[src/rtl/cic_pkg.sv]
// constants and types shared by the interconnect control block
package cic_pkg;

  // register byte offsets on the apb slave
  localparam logic [7:0] CTRL_OFFSET = 8'h00;
  localparam logic [7:0] STATUS_OFFSET = 8'h04;
  localparam logic [7:0] VECTOR_OFFSET = 8'h08;
  localparam logic [7:0] TRAP_OFFSET = 8'h0C;

  // control register fields and reset value
  localparam int CTRL_SNOOP_EN_BIT = 0;
  localparam int CTRL_LOCK_EN_BIT = 1;
  localparam logic [1:0] CTRL_RESET = 2'h3;

  // status register fields
  localparam int STAT_VEC_FLAG_BIT = 0;
  localparam int STAT_LAST_LO_BIT = 1;
  localparam int STAT_LOCK_BIT = 3;
  localparam int STAT_TRAP_BIT = 4;

  // interconnect address word layout
  localparam int MASK_LO_BIT = 28;
  localparam int FC_LO_BIT = 25;
  localparam int PA_LO_BIT = 2;
  localparam int PA_HI_BIT = 23;

  // function codes on the interconnect
  localparam logic [2:0] FC_READ = 3'h0;
  localparam logic [2:0] FC_READ_LOCK = 3'h1;
  localparam logic [2:0] FC_READ_MODIFY = 3'h2;
  localparam logic [2:0] FC_WRITE = 3'h4;
  localparam logic [2:0] FC_WRITE_UNLOCK = 3'h5;
  localparam logic [2:0] FC_WRITE_VECTOR = 3'h6;

  // slave status codes
  localparam logic [1:0] STS_NXM = 2'h0;
  localparam logic [1:0] STS_UCE = 2'h1;
  localparam logic [1:0] STS_CORR = 2'h2;
  localparam logic [1:0] STS_OK = 2'h3;

  // byte masks
  localparam logic [3:0] MASK_ALL = 4'hF;

  // microtrap codes: cause n gives code n+1, bus error its own
  localparam int TRAP_CAUSES = 7;
  localparam logic [3:0] TRAP_BUS_ERROR = 4'h8;

  // read-lock timeout
  localparam int LOCK_TIME_US = 64;
  localparam int CLK_MHZ = 200;
  localparam int LOCK_CYCLES = LOCK_TIME_US * CLK_MHZ;

  // bus functions from the microword; the last three have bit 4 set
  typedef enum logic [4:0] {
    BF_NONE, BF_READ_PHYS, BF_READ_NO_TRAP, BF_READ_LOCK_TEST, BF_READ_SECOND,
    BF_WRITE_PHYS, BF_WRITE_SECOND, BF_WRITE_UNLOCK_SECOND, BF_WRITE_NO_TRAP,
    BF_WRITE_LONG_NO_TRAP, BF_BUS_GRANT, BF_READ, BF_READ_LONG, BF_READ_LOCK,
    BF_READ_MODIFY, BF_READ_LONG_MODIFY, BF_WRITE, BF_WRITE_LONG, BF_WRITE_UNLOCK
  } cic_bus_func_type;

  typedef enum logic [2:0] {ST_IDLE, ST_LOCK, ST_ADDR, ST_DATA, ST_WAIT} cic_state_type;

  // interconnect pins seen by the block
  typedef struct packed {
    logic [31:0] data;
    logic bus_busy;
    logic [1:0] status;
    logic status_strobe;
    logic cpu_pri;
  } cic_link_in_type;

  typedef struct packed {
    logic [31:0] data;
    logic data_oe_n;
    logic bus_busy;
    logic bus_busy_oe_n;
    logic [1:0] status;
    logic status_oe_n;
    logic hold;
  } cic_link_out_type;

endpackage : cic_pkg

[src/rtl/cic_top.sv]
// interconnect control: byte mask, function code, snoop, lock timer, microtrap
//
// Behaviour
// all mask bits high for long, physical, prefetch
// other reads: mask from low address bits
// other writes: mask from size and address
// second-reference writes use their own mask table
// mask bit 28 upward validates byte 0 upward
// three-bit function code encoding for transfers
// prefetch drives function code zero, plain read
// slave returns two-bit status with data
// answer write-vector with no-error status
// assert bus busy on every processor address cycle
// register bus busy; rising edge marks I/O address
// I/O write: assert hold and snoop request
// snoop routes address to cache, invalidates hit
// start read-lock timer on detected read lock
// lock timeout sets vector flag, sends nonexistent status
// act as slave to write-vector cycles
// one address register loaded from bus or processor
// microtrap causes encoded by fixed priority
// microtrap drives vector bits 3:0 with sequencer 5:4
// failed write raises write bus error
// micro clock at half rate, phase one aligned
// early bus function bit 4 holds off prefetch
// general-register destination suppresses writes, not prefetch
`timescale 1ns/1ps
`default_nettype none
module cic_top #(
  parameter int LOCK_LIMIT = cic_pkg::LOCK_CYCLES
) (
  input wire logic pclk,
  input wire logic presetn,
  input wire logic [7:0] paddr,
  input wire logic psel,
  input wire logic penable,
  input wire logic pwrite,
  input wire logic [31:0] pwdata,
  output logic [31:0] prdata,
  output logic pready,
  output logic pslverr,
  input wire cic_pkg::cic_bus_func_type bus_func,
  input wire logic [31:0] cpu_addr,
  input wire logic [31:0] cpu_wdata,
  input wire logic [1:0] data_size,
  input wire logic dest_is_general_register,
  input wire logic prefetch_req,
  input wire logic [6:0] trap_cause,
  input wire logic [1:0] seq_vector_hi,
  input wire logic cache_match,
  input wire cic_pkg::cic_link_in_type link_in,
  output cic_pkg::cic_link_out_type link_out,
  output logic phase1,
  output logic micro_clk_en,
  output logic io_write_snoop,
  output logic [21:0] snoop_addr,
  output logic cache_invalidate,
  output logic cycle_done,
  output logic [31:0] rd_data,
  output logic [1:0] rd_status,
  output logic write_bus_error,
  output logic vector_written_flag,
  output logic trap_active,
  output logic [5:0] microvector
);

  typedef struct packed {
    cic_pkg::cic_state_type st;
    logic phase1;
    logic mclk_en;
    logic early_bit4;
    cic_pkg::cic_bus_func_type bf;
    logic [31:0] addr;
    logic [1:0] size;
    logic is_wr;
    logic [31:0] wdata;
    logic busy_q;
    cic_pkg::cic_link_out_type lo;
    logic snoop;
    logic inval;
    logic vec_pend;
    logic [31:0] vector;
    logic vec_flag;
    logic lock_act;
    logic [15:0] lock_cnt;
    logic nxm_trap;
    logic wbe;
    logic done;
    logic [31:0] rdata;
    logic [1:0] rstat;
    logic trap;
    logic [5:0] uvec;
    logic [1:0] ctrl;
    logic pready;
    logic pslverr;
    logic [31:0] prdata;
  } cic_regs_type;

  cic_regs_type r;
  cic_regs_type next_r;

  function automatic logic is_write(input cic_pkg::cic_bus_func_type f);
    case (f)
      cic_pkg::BF_WRITE_PHYS, cic_pkg::BF_WRITE_SECOND, cic_pkg::BF_WRITE_UNLOCK_SECOND,
      cic_pkg::BF_WRITE_NO_TRAP, cic_pkg::BF_WRITE_LONG_NO_TRAP, cic_pkg::BF_WRITE,
      cic_pkg::BF_WRITE_LONG, cic_pkg::BF_WRITE_UNLOCK: is_write = 1'b1;
      default: is_write = 1'b0;
    endcase
  endfunction : is_write

  // function code field of a processor address word; prefetch overrides it with a plain read
  function automatic logic [2:0] func_code(input cic_pkg::cic_bus_func_type f);
    case (f)
      cic_pkg::BF_READ_LOCK, cic_pkg::BF_READ_LOCK_TEST: func_code = cic_pkg::FC_READ_LOCK;
      cic_pkg::BF_READ_MODIFY, cic_pkg::BF_READ_LONG_MODIFY: func_code = cic_pkg::FC_READ_MODIFY;
      cic_pkg::BF_WRITE_UNLOCK, cic_pkg::BF_WRITE_UNLOCK_SECOND: func_code = cic_pkg::FC_WRITE_UNLOCK;
      default: func_code = is_write(f) ? cic_pkg::FC_WRITE : cic_pkg::FC_READ;
    endcase
  endfunction : func_code

  // byte mask; bit 0 of the result is byte 0 (address bit 28)
  function automatic logic [3:0] byte_mask(input cic_pkg::cic_bus_func_type f, input logic prefetch,
                                           input logic [1:0] size, input logic [1:0] low);
    logic [3:0] from_low;
    from_low = cic_pkg::MASK_ALL << low;
    case (f)
      cic_pkg::BF_READ_PHYS, cic_pkg::BF_READ_SECOND, cic_pkg::BF_BUS_GRANT,
      cic_pkg::BF_WRITE_LONG_NO_TRAP, cic_pkg::BF_WRITE_PHYS, cic_pkg::BF_WRITE_LONG,
      cic_pkg::BF_READ_LONG, cic_pkg::BF_READ_LONG_MODIFY: byte_mask = cic_pkg::MASK_ALL;
      cic_pkg::BF_WRITE_SECOND, cic_pkg::BF_WRITE_UNLOCK_SECOND:
        if (size[1] && low[1])
          byte_mask = low[0] ? 4'h7 : 4'h3;
        else
          byte_mask = 4'h1;
      default:
        if (!is_write(f))
          byte_mask = from_low;
        else if (size == 2'h0)
          byte_mask = 4'h1 << low;
        else if (size == 2'h1)
          byte_mask = (low == 2'h3) ? 4'h8 : 4'(4'h3 << low);
        else
          byte_mask = from_low;
    endcase
    if (prefetch)
      byte_mask = cic_pkg::MASK_ALL;
  endfunction : byte_mask

  function automatic logic [31:0] reg_read(input logic [7:0] a, input cic_regs_type s);
    case (a)
      cic_pkg::CTRL_OFFSET: reg_read = {30'h0, s.ctrl};
      cic_pkg::STATUS_OFFSET: reg_read = {27'h0, s.trap, s.lock_act, s.rstat, s.vec_flag};
      cic_pkg::VECTOR_OFFSET: reg_read = s.vector;
      cic_pkg::TRAP_OFFSET: reg_read = {26'h0, s.uvec};
      default: reg_read = 32'h0;
    endcase
  endfunction : reg_read

  function automatic logic mapped(input logic [7:0] a);
    mapped = (a == cic_pkg::CTRL_OFFSET) || (a == cic_pkg::STATUS_OFFSET) ||
             (a == cic_pkg::VECTOR_OFFSET) || (a == cic_pkg::TRAP_OFFSET);
  endfunction : mapped

  always_comb
  begin
    logic io_addr;
    logic [2:0] seen_fc;
    logic apb_write;
    logic want_cycle;
    logic take_prefetch;
    logic [3:0] code;
    logic any_cause;
    io_addr = 1'b0;
    seen_fc = 3'h0;
    apb_write = 1'b0;
    want_cycle = 1'b0;
    take_prefetch = 1'b0;
    code = 4'h0;
    any_cause = 1'b0;
    next_r = r;

    // half-rate micro clock; bus function latched with phase one
    next_r.phase1 = !r.phase1;
    next_r.mclk_en = !r.phase1;
    if (!r.phase1)
      next_r.early_bit4 = bus_func[4];
    if (next_r.mclk_en && r.bf == cic_pkg::BF_NONE)
      next_r.bf = bus_func;

    // pulses default inactive: enables high, the rest low
    next_r.snoop = 1'b0;
    next_r.inval = 1'b0;
    next_r.done = 1'b0;
    next_r.wbe = 1'b0;
    next_r.nxm_trap = 1'b0;
    next_r.lo.data_oe_n = 1'b1;
    next_r.lo.bus_busy = 1'b0;
    next_r.lo.bus_busy_oe_n = 1'b1;
    next_r.lo.status_oe_n = 1'b1;
    next_r.lo.hold = 1'b0;

    // watch the link for addresses placed by other masters
    next_r.busy_q = link_in.bus_busy;
    seen_fc = link_in.data[cic_pkg::FC_LO_BIT +: 3];
    // our own address cycle also raises bus busy; it must not be taken for an I/O address,
    // while an I/O address must still be seen when we are waiting for the link
    io_addr = link_in.bus_busy && !r.busy_q && r.lo.bus_busy_oe_n;
    if (io_addr)
    begin
      next_r.addr = link_in.data;
      if ((seen_fc == cic_pkg::FC_WRITE || seen_fc == cic_pkg::FC_WRITE_UNLOCK)
          && r.ctrl[cic_pkg::CTRL_SNOOP_EN_BIT])
      begin
        next_r.lo.hold = 1'b1;
        next_r.snoop = 1'b1;
      end
      if (seen_fc == cic_pkg::FC_WRITE_VECTOR)
      begin
        next_r.vec_pend = 1'b1;
        next_r.lo.status = cic_pkg::STS_OK;
        next_r.lo.status_oe_n = 1'b0;
      end
      if (seen_fc == cic_pkg::FC_READ_LOCK && r.ctrl[cic_pkg::CTRL_LOCK_EN_BIT])
      begin
        next_r.lock_act = 1'b1;
        next_r.lock_cnt = 16'h0;
      end
      if (seen_fc == cic_pkg::FC_WRITE_UNLOCK)
        next_r.lock_act = 1'b0;
    end
    if (r.snoop)
    begin
      next_r.lo.hold = 1'b1;
      next_r.inval = cache_match;
    end
    if (r.vec_pend)
    begin
      next_r.vector = link_in.data;
      next_r.vec_flag = 1'b1;
      next_r.vec_pend = 1'b0;
    end
    if (r.lock_act && r.lock_cnt != 16'hFFFF)
      next_r.lock_cnt = r.lock_cnt + 16'h1;

    // processor cycles
    want_cycle = r.bf != cic_pkg::BF_NONE && r.bf != cic_pkg::BF_BUS_GRANT
                 && !(is_write(r.bf) && dest_is_general_register);
    take_prefetch = prefetch_req && !r.early_bit4 && !want_cycle;
    if (r.bf == cic_pkg::BF_BUS_GRANT || (r.bf != cic_pkg::BF_NONE && !want_cycle))
      next_r.bf = cic_pkg::BF_NONE;
    case (r.st)
      cic_pkg::ST_IDLE:
        if ((want_cycle || take_prefetch) && !r.snoop && !r.vec_pend)
        begin
          next_r.addr = cpu_addr;
          next_r.size = data_size;
          next_r.is_wr = want_cycle && is_write(r.bf);
          next_r.wdata = cpu_wdata;
          next_r.lo.data = {byte_mask(r.bf, take_prefetch, data_size, cpu_addr[1:0]),
                            take_prefetch ? cic_pkg::FC_READ : func_code(r.bf),
                            cpu_addr[24:0]};
          next_r.bf = cic_pkg::BF_NONE;
          next_r.st = r.lock_act ? cic_pkg::ST_LOCK : cic_pkg::ST_ADDR;
        end
      cic_pkg::ST_LOCK:
        if (!r.lock_act)
          next_r.st = cic_pkg::ST_ADDR;
        else if (r.lock_cnt >= 16'(LOCK_LIMIT - 1))
        begin
          next_r.vec_flag = 1'b1;
          next_r.nxm_trap = 1'b1;
          next_r.rstat = cic_pkg::STS_NXM;
          next_r.lock_act = 1'b0;
          next_r.done = 1'b1;
          next_r.st = cic_pkg::ST_IDLE;
        end
      cic_pkg::ST_ADDR:
        if (link_in.cpu_pri)
        begin
          next_r.lo.data_oe_n = 1'b0;
          next_r.lo.bus_busy = 1'b1;
          next_r.lo.bus_busy_oe_n = 1'b0;
          next_r.st = r.is_wr ? cic_pkg::ST_DATA : cic_pkg::ST_WAIT;
        end
      cic_pkg::ST_DATA:
      begin
        next_r.lo.data = r.wdata;
        next_r.lo.data_oe_n = 1'b0;
        next_r.st = cic_pkg::ST_WAIT;
      end
      cic_pkg::ST_WAIT:
        if (link_in.status_strobe)
        begin
          next_r.rdata = link_in.data;
          next_r.rstat = link_in.status;
          next_r.done = 1'b1;
          next_r.wbe = r.is_wr && link_in.status != cic_pkg::STS_OK;
          next_r.nxm_trap = link_in.status == cic_pkg::STS_NXM || link_in.status == cic_pkg::STS_UCE;
          next_r.st = cic_pkg::ST_IDLE;
        end
      default: next_r.st = cic_pkg::ST_IDLE;
    endcase

    // microtrap priority encoder, cause 0 is highest
    for (int i = cic_pkg::TRAP_CAUSES - 1; i >= 0; i--)
      if (trap_cause[i])
      begin
        code = 4'(i + 1);
        any_cause = 1'b1;
      end
    if (!any_cause && r.nxm_trap)
    begin
      code = cic_pkg::TRAP_BUS_ERROR;
      any_cause = 1'b1;
    end
    next_r.trap = any_cause;
    if (any_cause)
      next_r.uvec = {seq_vector_hi, code};

    // apb slave, one wait state
    next_r.pready = psel && penable && !r.pready;
    if (psel && penable && !r.pready)
    begin
      next_r.prdata = reg_read(paddr, r);
      next_r.pslverr = !mapped(paddr);
    end
    apb_write = psel && penable && r.pready && pwrite;
    if (apb_write && paddr == cic_pkg::CTRL_OFFSET)
      next_r.ctrl = pwdata[1:0];
    // flag set by hardware in this cycle wins over the clear
    if (apb_write && paddr == cic_pkg::STATUS_OFFSET && pwdata[cic_pkg::STAT_VEC_FLAG_BIT]
        && !(r.vec_pend || next_r.nxm_trap && r.st == cic_pkg::ST_LOCK))
      next_r.vec_flag = 1'b0;
  end

  always_ff @(posedge pclk or negedge presetn)
  begin
    if (!presetn)
    begin
      r <= '0;
      r.st <= cic_pkg::ST_IDLE;
      r.bf <= cic_pkg::BF_NONE;
      r.ctrl <= cic_pkg::CTRL_RESET;
      r.lo.data_oe_n <= 1'b1;
      r.lo.bus_busy_oe_n <= 1'b1;
      r.lo.status_oe_n <= 1'b1;
    end
    else
      r <= next_r;
  end

  assign prdata = r.prdata;
  assign pready = r.pready;
  assign pslverr = r.pslverr;
  assign link_out = r.lo;
  assign phase1 = r.phase1;
  assign micro_clk_en = r.mclk_en;
  assign io_write_snoop = r.snoop;
  assign snoop_addr = r.addr[cic_pkg::PA_HI_BIT:cic_pkg::PA_LO_BIT];
  assign cache_invalidate = r.inval;
  assign cycle_done = r.done;
  assign rd_data = r.rdata;
  assign rd_status = r.rstat;
  assign write_bus_error = r.wbe;
  assign vector_written_flag = r.vec_flag;
  assign trap_active = r.trap;
  assign microvector = r.uvec;

endmodule : cic_top
`default_nettype wire

[config.mk]
export PLATFORM = sky130hd
export DESIGN_NAME = cic_top
export DESIGN_NICKNAME = d
export VERILOG_FILES = /design/src/rtl/cic_pkg.sv /design/src/rtl/cic_top.sv
export SDC_FILE = /design/constraint.sdc
export NUM_CORES = 1
export LEC_CHECK = 0
export BUFFER_PORTS_ARGS = -buffer_cell sky130_fd_sc_hd__buf_2
export CORE_MARGIN = 5
export CORE_UTILIZATION = 48
export DETAILED_ROUTE_END_ITERATION = 8
export PLACE_DENSITY = 0.78
export SYNTH_ARGS = -nofsm -noshare
export SYNTH_HDL_FRONTEND = slang
export SYNTH_SLANG_ARGS = --single-unit
export TNS_END_PERCENT = 5
[constraint.sdc]
create_clock -name pclk -period 2.3 [get_ports pclk]
set_clock_uncertainty 0.1 [all_clocks]
set_input_delay 0.23 -clock pclk [delete_from_list [all_inputs] [get_ports pclk]]
set_output_delay 0.23 -clock pclk [all_outputs]
set_load 0.01 [all_outputs]
==> Word-level counts from Yosys, hierarchy flattened <==
Memories as Yosys holds them, arrays and structs flattened.
Cells that the tools add are included.
{ "totals": {"rom_bits": 128, "memories": 4, "out_inout_bits": 143, "ff_bits": 249} }
{ "mem_list": {"columns": ["memory", "words", "word_bits", "read_ports", "rd_ports_with_merged_regs", "write_ports", "line_no", "source"], "rows": [
  ["(name not given)", 32, 1, 1, 0, 0, "cic_top.sv:103", "case (f)"],
  ["(name not given)", 32, 1, 1, 0, 0, "cic_top.sv:103", null],
  ["(name not given)", 32, 1, 1, 0, 0, "cic_top.sv:103", null],
  ["(name not given)", 32, 1, 1, 0, 0, "cic_top.sv:103", null]
]} }
{ "op_classes": {"reduce_logical": 70, "n_lt_le_gt_ge": 1, "n_addsub": 1, "n_mux": 79, "eq_ne": 37, "shifts": 3} }
{ "ops": {"columns": ["cell", "n"], "rows": [
  ["2-to-1 mux 72 bit", 2],
  ["one-hot mux 32 bit (4 select lines)", 1],
  ["2-to-1 mux 32 bit", 2],
  ["one-hot mux 32 bit (2 select lines)", 1],
  ["2-to-1 mux 4 bit", 12],
  ["2-to-1 mux 3 bit", 13],
  ["2-to-1 mux 37 bit", 1],
  ["2-to-1 mux 17 bit", 2],
  ["2-to-1 mux 34 bit", 1],
  ["== test 5 x 4 -> 1 bit (second input constant)", 6],
  ["logical AND 1 bit", 27],
  ["2-to-1 mux 1 bit", 26],
  ["== test 5 x 3 -> 1 bit (second input constant)", 4],
  ["adder 16 x 1 -> 16 bit (second input constant)", 1],
  ["== test 8 x 4 -> 1 bit (second input constant)", 2],
  ["greater-or-equal comparator 16 x 14 -> 1 bit (second input constant)", 1],
  ["2-to-1 mux 16 bit", 1],
  ["2-to-1 mux 2 bit", 8],
  ["inequality test 16 bit (second input constant)", 1],
  ["one-hot mux 3 bit (5 select lines)", 1],
  ["== test 3 bit (second input constant)", 4],
  ["inequality test 2 bit (second input constant)", 6],
  ["logical NOT 1 bit", 11],
  ["== test 5 bit (second input constant)", 2],
  ["other kinds (30)", 55]
]} }

==> Logic depth before layout (Yosys ltp) <==
Gate-level depths: netlist of the first run.
An unclocked memory read counts as a cell.
{ "depth": {"depth_word": 16, "depth_mapped": 9, "depth_no_buf": 7} }

==> Least setup slack after synthesis of the first run <==
No wires, ideal clock.
{ "synth_timing": {"kind": "register -> register", "start": "register r[243] (netlist name)", "end": "register r, in the netlist link_out[13]", "setup_slack_ns": 0.013, "setup_ns": 0.126, "n_path_buf": 3, "t_arrival_ns": 2.061, "path_stages_with_launch": 9, "t_required_ns": 2.074, "cell_sequence": "dfrtp_1 buf_2 or3b_4 a211oi_4 o21bai_2 buf_6 buf_2 and2_1 a221o_1"} }
{ "synth_via": {"elab_chain_cells": 11} }
{ "synth_rtl": {"columns": ["element", "line_no", "source"], "rows": [
  ["start, declared", "cic_top.sv:99", "cic_regs_type r;"],
  ["start signal, assigned", "cic_top.sv:349", "r <= next_r;"],
  ["memory read (32 x 1 bit)", null, null],
  ["logical AND 1 bit", "cic_top.sv:247", "&& !(is_write(r.bf) && dest_is_general_register);"],
  ["logical NOT 1 bit", "cic_top.sv:247", null],
  ["logical AND 1 bit (*)", "cic_top.sv:247", null],
  ["logical NOT 1 bit", "cic_top.sv:248", "take_prefetch = prefetch_req && !r.early_bit4 && !want_cycle;"],
  ["logical AND 1 bit", "cic_top.sv:248", null],
  ["logical OR 1 bit (*)", "cic_top.sv:253", "if ((want_cycle || take_prefetch) && !r.snoop && !r.vec_pend)"],
  ["logical AND 1 bit (*) (2 in series)", "cic_top.sv:253", null],
  ["inequality test 2 bit (no line) (*)", null, null],
  ["AND reduction 2 bit (no line) (*)", null, null]
]} }
Mark *: on every way between the ends. The rest lies on a longest branch, timed or not.
A chain may end at the register's enable or synchronous reset.

==> Worst setup path after layout of the first run <==
{ "layout_timing": {"start": "register r[241] (netlist name)", "end": "register r, in the netlist link_out[33]"} }
{ "layout_via": {"elab_chain_cells": 11} }
{ "layout_rtl": {"columns": ["element", "line_no"], "rows": [
  ["memory read (32 x 1 bit)", null],
  ["logical AND 1 bit", "cic_top.sv:247"],
  ["logical NOT 1 bit", "cic_top.sv:247"],
  ["logical AND 1 bit", "cic_top.sv:247"],
  ["logical NOT 1 bit", "cic_top.sv:248"],
  ["logical AND 1 bit", "cic_top.sv:248"],
  ["logical OR 1 bit", "cic_top.sv:253"],
  ["logical AND 1 bit (2 in series)", "cic_top.sv:253"],
  ["inequality test 2 bit (no line)", null],
  ["AND reduction 2 bit (no line)", null]
]} }
Parallel ways exist; a longest one is shown, timed or not. The select of a mux whose other input is x is not followed.

==> results of run 1 <==
cells by family after synthesis:
| family | Yosys count | share of synthesized area |
|---|---|---|
| XOR/XNOR | 7 | 0.005477 |
| buffers and inverters | 199 | 0.1150 |
| multiplexers | 100 | 0.09960 |
| flip-flops | 237 | 0.5304 |
| AO/OA/AOI/OAI | 181 | 0.1194 |
| AND/OR/NAND/NOR | 291 | 0.1234 |
| adder cells (fa/ha/maj) | 6 | 0.006707 |
synth_stat cells, types with 7 or more instances:
| cell type | n | area [sq um] |
|---|---|---|
| buf_2 | 12 | 60.06 |
| nor2_1 | 45 | 168.9 |
| inv_1 | 15 | 56.30 |
| buf_4 | 136 | 1021 |
| nor3_1 | 12 | 60.06 |
| nor4_1 | 10 | 62.56 |
| a221o_1 | 24 | 240.2 |
| nand3_1 | 14 | 70.07 |
| a21oi_1 | 18 | 90.09 |
| nand2_1 | 131 | 491.7 |
| mux2_2 | 71 | 799.5 |
| o21ai_0 | 37 | 185.2 |
| nand2b_1 | 8 | 50.05 |
| and3_1 | 8 | 50.05 |
| nand4_1 | 7 | 43.79 |
| dfrtp_1 | 232 | 5806 |
| o21bai_1 | 22 | 165.2 |
| and2_1 | 24 | 150.1 |
| clkbuf_1 | 32 | 120.1 |
| a22o_1 | 34 | 297.8 |
| mux2i_1 | 27 | 270.3 |
placed cells by master (no fill, tap or decap), types with 27 or more instances in the layout:
| cell | Yosys | layout |
|---|---|---|
| o21ai_0 | 37 | 35 |
| dlygate4sd3_1 | 0 | 114 |
| nor2_1 | 45 | 41 |
| dfrtp_1 | 232 | 231 |
| a22o_1 | 34 | 34 |
| clkbuf_16 | 0 | 29 |
| buf_4 | 136 | 48 |
| mux2_2 | 71 | 70 |
| nand2_1 | 131 | 131 |
| mux2i_1 | 27 | 27 |
| buf_2 | 12 | 269 |
cell type report:
type / count / area, sq um / share of cell area
Clock inverter: 7 / 90.09 / 0.006186
Multi-Input combinational cell: 585 / 4130 / 0.2836
Tap cell: 313 / 391.6 / 0.02689
Inverter: 15 / 56.30 / 0.003866
Clock buffer: 41 / 828.3 / 0.05687
Sequential cell: 237 / 5938 / 0.4077
Timing Repair Buffer: 446 / 3129 / 0.2149
routing by layer:
metal,global-route usage,vias up,wire (um)
li1,-,4010,-
met1,0.2996,4337,12860
met2,0.4034,386,16240
met3,0.04176,76,2203
met4,0.07320,0,1027
met5,0,-,0
registers in the layout (all words and copies together) (netlist names), 2 cells and up:
name and cells:
microvector 6, rd_status 2, link_out 38, rd_data 32
snoop_addr 22, r 96, prdata 32
power by group through the flow:
stage	sequential, uW	combinational, uW	clock, uW
global placement	6420	5950	0
floorplan	6190	5030	0
global route	6610	7590	4610
finish	6460	7000	4340
CTS	6400	6460	4440
detailed placement	6450	6170	0
critical path: cells and delay by family (launching register included):
kind | cells | cell delay [ns]
buffers and inverters | 2 | 0.36
flip-flops | 1 | 0.43
AO/OA/AOI/OAI | 3 | 0.57
XOR/XNOR | 1 | 0.13
AND/OR/NAND/NOR | 2 | 0.61
how the worst max path moves through the flow:
stage          cells after the start           end
5_1_grt                            8  link_out[33]
3_5_place_dp                       7  link_out[19]
2_1_floorplan                      8  link_out[13]
4_1_cts                            8  link_out[29]
6_report                           8  link_out[33]
3_3_place_gp                       7  link_out[36]
stage by stage:
| stage | area [sq um] | setup WS, ns | util |
|---|---|---|---|
| after floorplan | 11190 | 0.01289 | - |
| after global placement | 12260 | -0.2452 | 0.5384 |
| after detailed placement | 12260 | -0.3599 | 0.5384 |
| after CTS | 14380 | 0.001926 | 0.6314 |
| after global routing | 14560 | -0.06643 | 0.6394 |
| final | 14560 | 0.01126 | 0.6394 |
repair_timing:
action	CTS	global route
pin swaps	3	9
endpoints found under the hold margin	407	0
buffers inserted	1	2
endpoints found under the setup margin	88	89
gates resized for setup	15	21
hold buffers	114	0
cloned	0	3
==> results by group, run 1 <==
Status
  • Run status: completed

Synth
  • Synth Net Count: 1192
  • FFs w/ async S/R, synth: 1.000
  • Seq cells post-synth: 237
  • Synthesis warning total: 0
  • Cell area after synthesis: 11190 sq um
  • Post-synthesis sequential area ratio: 0.5304
  • Cells after synthesis: 1021
  • Cell variety after synth: 64
  • Average size of a mapped cell: 10.96 sq um
  • Post-synth EDFFs: 0
  • Predominant post-synthesis flop cell: dfrtp_1

STA
  • Max-slew violations: 0
  • Final Hold Vio Count: 0
  • Fin Hold WS: 0.01607 ns
  • Fmax: 436.9 MHz
  • Worst relative slew slack: 0.5374
  • Final min period: 2.289 ns
  • Measured slew at the worst slew-check pin: 0.6922 ns
  • Period utilization: 0.9951
  • Setup TNS: 0 ns
  • Final count of negative-setup-slack endpoints: 0
  • RSZ-0062 raised after global routing: yes

Placement
  • PortBufs: 270
  • Placed Cells incl. Taps: 1476
  • DP Wirelength: 20260 um
  • GPL Wtd Cong: 0.8894

Cells and area
  • Layout Nets: 1482
  • Area grow syn2layout: 30.11%
  • Layout fillers: 1697
  • Ant. Diodes: 0
  • Non-filler cells, final: 1644
  • Share of layout cells above drive strength 1: 0.3689

Setup path
  • Crit path arrival time: 2.63 ns
  • CP Launch Type: flip-flop
  • CP most frequent cell: buf_4
  • Worst EP required: 2.64 ns
  • Reg-to-reg setup timing slack: 0.01 ns
  • Reg-to-reg critical path endpoint: link_out[33]
  • CP Class: flip-flop to flip-flop
  • Reg2reg start: r[241]
  • Kind of end point of the critical path: flip-flop
  • Crit path max fanout: 6
  • Max stage delay on crit path: 0.49 ns
  • Worst reg2reg path depth: 8
  • CP Cell Sequence: buf_4, xnor2_2, a221oi_2, a211oi_4, buf_4, nor2_2, or4b_4, a31oi_4
  • Critical Path Start: r[241]
  • Slowest stage cell, crit path: or4b_4

Clock network
  • Num CTS Buffers: 26
  • CTS tree: yes
  • CTS Root Cell: clkbuf_16
  • Worst-Skew Late Latency: 0.52 ns
  • Clock transition at path regs: 0.06 ns
  • Htree depth: 1
  • Clk sinks: 237
  • CTS Buffer Depth: 3

Power and ir drop
  • Switch share: 0.3419
  • Seq pwr share: 0.363
  • Switching power: 6084 uW
  • Internal cell power: 11710 uW
  • Total power: 17800 uW
  • P per Cell Area: 1222 nW/um^2
  • Peak VDD IR: 0.7690 mV
  • Combinational share of power: 0.393
  • Leakage power: 0.007037 uW
  • Clock share of power: 0.244

Detailed routing
  • Drt drc: 0
  • 1st-iter DRT viols: 593
  • Mean number of vias per cell: 5.358
  • DR vias: 8809
  • Final ANT Viol Nets: 0
  • DRT Wirelength: 32330 um
  • Routed len/inst: 19.67 um
  • TritonRoute pass-1 iters: 5

Min path
  • HP Start: cpu_addr[2]
  • Worst hold-check path type: primary input to flip-flop
  • Worst hold path cell count: 3
  • WHS Endpoint: link_out[9]

Global routing
  • Largest net degree at the start of global routing: 74
  • Initial antenna violation count: 0
  • Gr usage total: 0.2333
  • Vias in the first global route: 9111
  • Grt total ovfl: 0
  • First-pass GRT wire length: 49800 um

Die
  • Placeable Area: 22780 sq um
  • DIE AREA: 26470 sq um
  • Initial core utilization: 0.4914
  • # rows: 55
  • Die Ht: 162.7 um
  • Chip Width: 162.7 um
  • I/O pins: 308

Job
  • Max Cap Violations: 0
Note: power is estimated with default switching activity, not from simulation.
==> run 2: changes to the inputs <==
==> constraint.sdc (replaced) <==
create_clock -name pclk -period 2.3 [get_ports pclk]
set_clock_uncertainty 0.1 [all_clocks]
set_input_delay 0 -clock pclk [delete_from_list [all_inputs] [get_ports pclk]]
set_output_delay 0 -clock pclk [all_outputs]
set_load 0.01 [all_outputs]
==> run 2 against run 1 <==
Against the previous run: the flow now finishes with violations (negative setup slack); power is 0.65% higher; flip-flop and latch count unchanged; utilization is 0.74 points higher; clock-buffer cell count decreased by 3; hold slack better by 0.0022 ns; combinational power hardly changed; setup slack lost 0.024 ns; clock power increased by 2%; critical path depth unchanged.
==> results by group, run 2 (same netlist as run 1, synthesis figures left out) <==
Detailed routing
  • Final ANT Viol Nets: 0
  • Routed len/inst: 19.36 um
  • TritonRoute pass-1 iters: 5
  • DRT Wirelength: 32220 um
  • DR vias: 8955
  • Mean number of vias per cell: 5.382
  • 1st-iter DRT viols: 740
  • Drt drc: 0

Setup path
  • Crit path max fanout: 17
  • Slowest stage cell, crit path: dfrtp_1
  • CP Cell Sequence: nor2_2, or3b_4, a211oi_4, o21bai_4, buf_12, clkbuf_16, and2_1, a221o_1
  • Crit path arrival time: 2.61 ns
  • Max stage delay on crit path: 0.39 ns
  • Kind of end point of the critical path: flip-flop
  • CP Launch Type: flip-flop
  • Worst EP required: 2.59 ns
  • CP Class: flip-flop to flip-flop

Cells and area
  • Commonest non-fill, non-tap cell in the layout: buf_2
  • Area grow syn2layout: 31.62%
  • Cell area after layout: 14730 sq um
  • Layout Nets: 1501
  • Top reg by flops: r
  • Share of layout cells above drive strength 1: 0.3696
  • Commonest cells after routing, fill and taps aside: 269 x buf_2, 230 x dfrtp_1, 135 x dlygate4sd3_1, 131 x nand2_1, 71 x mux2_2
  • Max reg flops: 96
  • Non-filler cells, final: 1664
  • Layout fillers: 1674
  • Multi-input gate area: 4134 sq um
  • Register area: 5939 sq um

Die
  • Placeable Area: 22780 sq um
  • Initial core utilization: 0.4914
  • Chip Width: 162.7 um
  • # rows: 55
  • Die Ht: 162.7 um
  • DIE AREA: 26470 sq um
  • I/O pins: 308

Clock network
  • Htree depth: 1
  • Clk sinks: 237
  • Worst-Skew Late Latency: 0.52 ns
  • CTS Buffer Depth: 3
  • Clock transition at path regs: 0.06 ns
  • CTS Root Cell: clkbuf_16
  • Num CTS Buffers: 26
  • CTS tree: yes

STA
  • Measured slew at the worst slew-check pin: 0.7070 ns
  • Fmax: 432.4 MHz
  • Setup TNS: -0.01242 ns
  • Final WS setup: -0.01242 ns
  • Worst relative slew slack: 0.5276
  • RSZ-0062 raised after global routing: yes
  • Period utilization: 1.005
  • Fin Hold WS: 0.01827 ns
  • Max-slew violations: 0
  • Final min period: 2.312 ns
  • Final count of negative-setup-slack endpoints: 1
  • Final Hold Vio Count: 0

Global routing
  • Initial antenna violation count: 1
  • Gr usage total: 0.2354
  • Grt total ovfl: 0
  • Vias in the first global route: 9150
  • First-pass GRT wire length: 50320 um
  • Largest net degree at the start of global routing: 72

Placement
  • PortBufs: 270
  • Placed instance area: 12200 sq um
  • Placed Cells incl. Taps: 1473
  • Setup WS pre-CTS: -0.4085 ns
  • GPL Wtd Cong: 0.8608
  • DP Wirelength: 20340 um

Job
  • Max Cap Violations: 0

Status
  • Run status: finished with violations
  • Failing checks: negative setup slack

Power and ir drop
  • Leakage power: 0.007103 uW
  • P per Cell Area: 1216 nW/um^2
  • Peak VDD IR: 0.6847 mV

Min path
  • Worst hold-check path type: primary input to flip-flop
## run 2: worst max-delay path, delay by kind of cell (launching register included)
family	cells	cell delay, ns
compound gates	3	0.72
buf+inv	2	0.35
flops	1	0.39
simple gates	3	0.63
## run 2: worst paths after layout
path	startpoint	end	slack, ns	depth (start not counted)
worst max register to register	r[241]	link_out[12]	-0.01	8
max in group asynchronous	presetn	link_out[1]	0.84	4
worst min-delay path	paddr[6]	r[35]	0.02	5
min in group asynchronous	presetn	micro_clk_en	0.53	3
worst max-delay path	r[241]	link_out[12]	-0.01	8
worst min register to register	rd_data[28]	rd_data[28]	0.37	2
## run 2: report_power, final
group | total (uW) | internal, uW | switching, uW
clock network | 4420 | 2750 | 1660
logic | 7000 | 3480 | 3520
registers | 6490 | 5590 | 901
total | 17900 | 11800 | 6080
## run 2: area by class of cell
type                            count  share of cell area
Tap cell                          313             0.02658
Antenna cell                        1           0.0001699
Clock inverter                     10             0.01053
Multi-Input combinational cell    585              0.2806
Clock buffer                       38             0.05206
Timing Repair Buffer              465              0.2231
Sequential cell                   237              0.4031
Inverter                           15            0.003822
## run 2: timing repair
| item | 4_1_cts | 5_1_grt |
|---|---|---|
| endpoints found under the setup margin | 88 | 102 |
| gates resized for setup | 14 | 33 |
| hold endpoints to repair | 424 | 0 |
| setup buffers | 0 | 5 |
| pin swaps | 5 | 16 |
| hold buffers | 135 | 0 |
| gates cloned | 1 | 1 |
## run 2: metrics by stage
step | utilization | total power, uW
2_1_floorplan | - | 11220
3_3_place_gp | 0.5358 | 12320
3_5_place_dp | 0.5358 | 12550
4_1_cts | 0.6391 | 17460
5_1_grt | 0.6468 | 18930
6_report | 0.6468 | 17910
## run 2: layer usage
metal  wire length [um]  global-route usage  vias to the layer above  part of all wire
met3               2603             0.05011                       75             0.081
met4                963             0.07320                        0             0.030
met1              12770              0.3018                     4404              0.40
met2              15880              0.4017                      423              0.49
met5                  0                   0                        -                 0
li1                   -                   -                     4053                 -
==> run 3: changes to the inputs <==
--- a/config.mk
+++ b/config.mk
@@ -5,11 +5,12 @@
 export SDC_FILE = /design/constraint.sdc
 export NUM_CORES = 1
 export LEC_CHECK = 0
+export ABC_AREA = 1
 export BUFFER_PORTS_ARGS = -buffer_cell sky130_fd_sc_hd__buf_2
 export CORE_MARGIN = 5
-export CORE_UTILIZATION = 48
+export CORE_UTILIZATION = 57
 export DETAILED_ROUTE_END_ITERATION = 8
-export PLACE_DENSITY = 0.78
+export PLACE_DENSITY = 0.87
 export SYNTH_ARGS = -nofsm -noshare
 export SYNTH_HDL_FRONTEND = slang
 export SYNTH_SLANG_ARGS = --single-unit
==> constraint.sdc (replaced) <==
create_clock -name pclk -period 2.8 [get_ports pclk]
set_clock_uncertainty 0.1 [all_clocks]
set_input_delay 0 -clock pclk [delete_from_list [all_inputs] [get_ports pclk]]
set_output_delay 0 -clock pclk [all_outputs]
set_load 0.01 [all_outputs]
==> run 3 against run 2 <==
Against the previous run: the flow now finishes without violations; global-route usage rose by 7.2 points; die area fell by 12%; critical path type unchanged; clock power fell by 24%; synthesized cell count rose by 38%; final cell count rose by 19%; sequential share of layout area rose by 0.56 points; utilization rose by 7.6 points; via count rose by 21%; largest power group is now registers; highest routed layer unchanged.
==> results by group, run 3 <==
Synth
  • Most common cell in the synthesized netlist: nand2_1
  • Synth area leaders: dfrtp_1 50%, nand2_1 16%, buf_4 8.9%, o21ai_0 5.3%, inv_1 3.9%
  • Predominant post-synthesis flop cell: dfrtp_1
  • Yosys top cell by area: dfrtp_1
  • Post-synth top cells: 496 x nand2_1, 232 x dfrtp_1, 137 x buf_4, 123 x o21ai_0, 121 x inv_1
  • Post-synth EDFFs: 0
  • Synth Net Count: 1575
  • Cells after synthesis: 1404
  • Post-synthesis sequential area ratio: 0.5148
  • Cell area after synthesis: 11530 sq um
  • Cell variety after synth: 35
  • FFs w/ async S/R, synth: 1.000
  • Synthesis warning total: 0
  • Top cell type's share of synthesized area: 0.5034
  • Average size of a mapped cell: 8.214 sq um
  • Seq cells post-synth: 237

Power and ir drop
  • Seq pwr share: 0.388
  • Total power: 13440 uW
  • Leakage power: 0.007685 uW
  • Combinational share of power: 0.363
  • Internal cell power: 8354 uW
  • Peak VDD IR: 0.7533 mV
  • P per Cell Area: 925.5 nW/um^2
  • Clock share of power: 0.249
  • Switching power: 5090 uW
  • Switch share: 0.3786

Placement
  • DP Wirelength: 21910 um
  • PortBufs: 270
  • GPL Wtd Cong: 0.9461
  • Setup WS pre-CTS: 0.5311 ns

STA
  • Measured slew at the worst slew-check pin: 1.007 ns
  • Max-slew violations: 0
  • Final WS setup: 0.02749 ns
  • RSZ-0062 raised after global routing: yes
  • Period utilization: 0.9902
  • Final count of negative-setup-slack endpoints: 0
  • Worst relative slew slack: 0.3277
  • Final min period: 2.773 ns
  • Fmax: 360.7 MHz
  • Final Hold Vio Count: 0

Clock network
  • # Post-CTS Setup Buffers: 0
  • Htree depth: 1
  • CTS tree: yes
  • Clk sinks: 237
  • Worst-Skew Late Latency: 0.53 ns
  • Clock transition at path regs: 0.05 ns
  • CTS Root Cell: clkbuf_16
  • Num CTS Buffers: 26
  • CTS Buffer Depth: 3

Detailed routing
  • Routed len/inst: 18.63 um
  • DR vias: 10840
  • Mean number of vias per cell: 5.496
  • Drt drc: 0
  • Final ANT Viol Nets: 0
  • DRT Wirelength: 36740 um
  • TritonRoute pass-1 iters: 5
  • 1st-iter DRT viols: 1079

Setup path
  • CP Class: flip-flop to flip-flop
  • Worst EP required: 3.15 ns
  • Critical Path Start: r[242]
  • Slowest stage cell, crit path: dlygate4sd3_1
  • CP Launch Type: flip-flop
  • Crit path max fanout: 23
  • Crit path max-delay family: simple AND/OR/NAND/NOR gates
  • Kind of end point of the critical path: flip-flop
  • CP Cell Sequence: nor2_4, nand2_1, nand2_1, nand3_2, nand2_2, nand2_2, nand3_4, buf_6, nand3b_1, nor2_1, dlygate4sd3_1
  • Crit path arrival time: 3.12 ns
  • Reg2reg start: r[242]
  • Max stage delay on crit path: 0.57 ns
  • Buf/Inv on CP: 2

Die
  • I/O pins: 308
  • Chip Width: 152.2 um
  • Die Ht: 152.2 um
  • # rows: 52
  • Placeable Area: 20100 sq um
  • Initial core utilization: 0.5736
  • DIE AREA: 23180 sq um

Min path
  • Worst hold-check path type: primary input to flip-flop
  • HP Start: link_in[4]

Job
  • Max Cap Violations: 0

Cells and area
  • Share of layout cells above drive strength 1: 0.2134
  • Area grow syn2layout: 25.96%
  • Layout Nets: 1852
  • Commonest non-fill, non-tap cell in the layout: nand2_1
  • Commonest cells after routing, fill and taps aside: 495 x nand2_1, 269 x buf_2, 231 x dfrtp_1, 150 x dlygate4sd3_1, 123 x o21ai_0
  • Fin util: 0.7226
  • Top reg by flops: r
  • Max reg flops: 96

Global routing
  • Vias in the first global route: 10890
  • Initial antenna violation count: 1
  • Grt total ovfl: 0
  • First-pass GRT wire length: 58300 um
  • Largest net degree at the start of global routing: 84
  • Gr usage total: 0.3075

Status
  • Run status: completed
## run 3: power groups by stage
stage,Combinational (uW),Clock [uW],Sequential (uW)
floorplan,3720,0,5030
global placement,4080,0,5150
detailed placement,4260,0,5180
CTS,4570,3390,5150
global route,5350,3570,5310
finish,4880,3350,5210
## run 3: repair_timing
action                                  CTS  global route
endpoints found under the setup margin    0             9
hold endpoints to repair                421             0
hold buffers                            151             0
resized for setup                         0             9
## run 3: cell type report
cell class / instances / area, sq um
tap: 270 / 337.8
fill: 1360 / 5578
antenna: 1 / 2.502
clock buffer: 40 / 733.2
sequential: 237 / 5938
timing repair buffer: 436 / 3049
inverter: 129 / 489.2
clock inverter: 8 / 107.6
multi-input combinational: 851 / 3869
## run 3: final timing paths
check | end | slack [ns] | depth (start not counted)
setup reg to reg | r[241] | 0.03 | 11
setup / recovery | r[241] | 0.03 | 11
hold / removal | r[172] | 0.05 | 2
min in group asynchronous | prdata[8] | 0.50 | 3
hold reg to reg | link_out[23] | 0.36 | 2
max in group asynchronous | r[87] | 1.29 | 4
## run 3: cells by family after synthesis
| kind of cell | share of synthesized area |
|---|---|
| flops | 0.5148 |
| simple gates | 0.2196 |
| buf+inv | 0.1525 |
| mux | 0.007812 |
| xor+xnor | 0.003797 |
| compound gates | 0.09493 |
| fa+ha+maj | 0.006510 |
## run 3: metal layers
layer	GRT usage	routed length, um	vias up
li1	-	-	4843
met1	0.3797	13590	5112
met2	0.5220	17760	733
met3	0.06674	3546	150
met4	0.1361	1849	0
met5	0	0	-
## run 3: worst reg2reg max path, cell delays in order (launching register included)
cell	delay, ns
dfrtp_1	0.46
nor2_4	0.19
nand2_1	0.09
nand2_1	0.14
nand3_2	0.12
nand2_2	0.09
nand2_2	0.11
nand3_4	0.18
buf_6	0.25
nand3b_1	0.25
nor2_1	0.16
dlygate4sd3_1	0.57
## run 3: per-stage QoR
stage	cells	setup TNS, ns	instance area [sq um]	hold WS (ns)
global route	1972	-0.3400	14530	0.04957
floorplan	1404	0	11530	-0.3956
CTS	1971	0	14470	0.01325
detailed placement	1772	0	12120	-0.05447
global placement	1772	0	12120	-0.06184
finish	1972	0	14530	0.04793
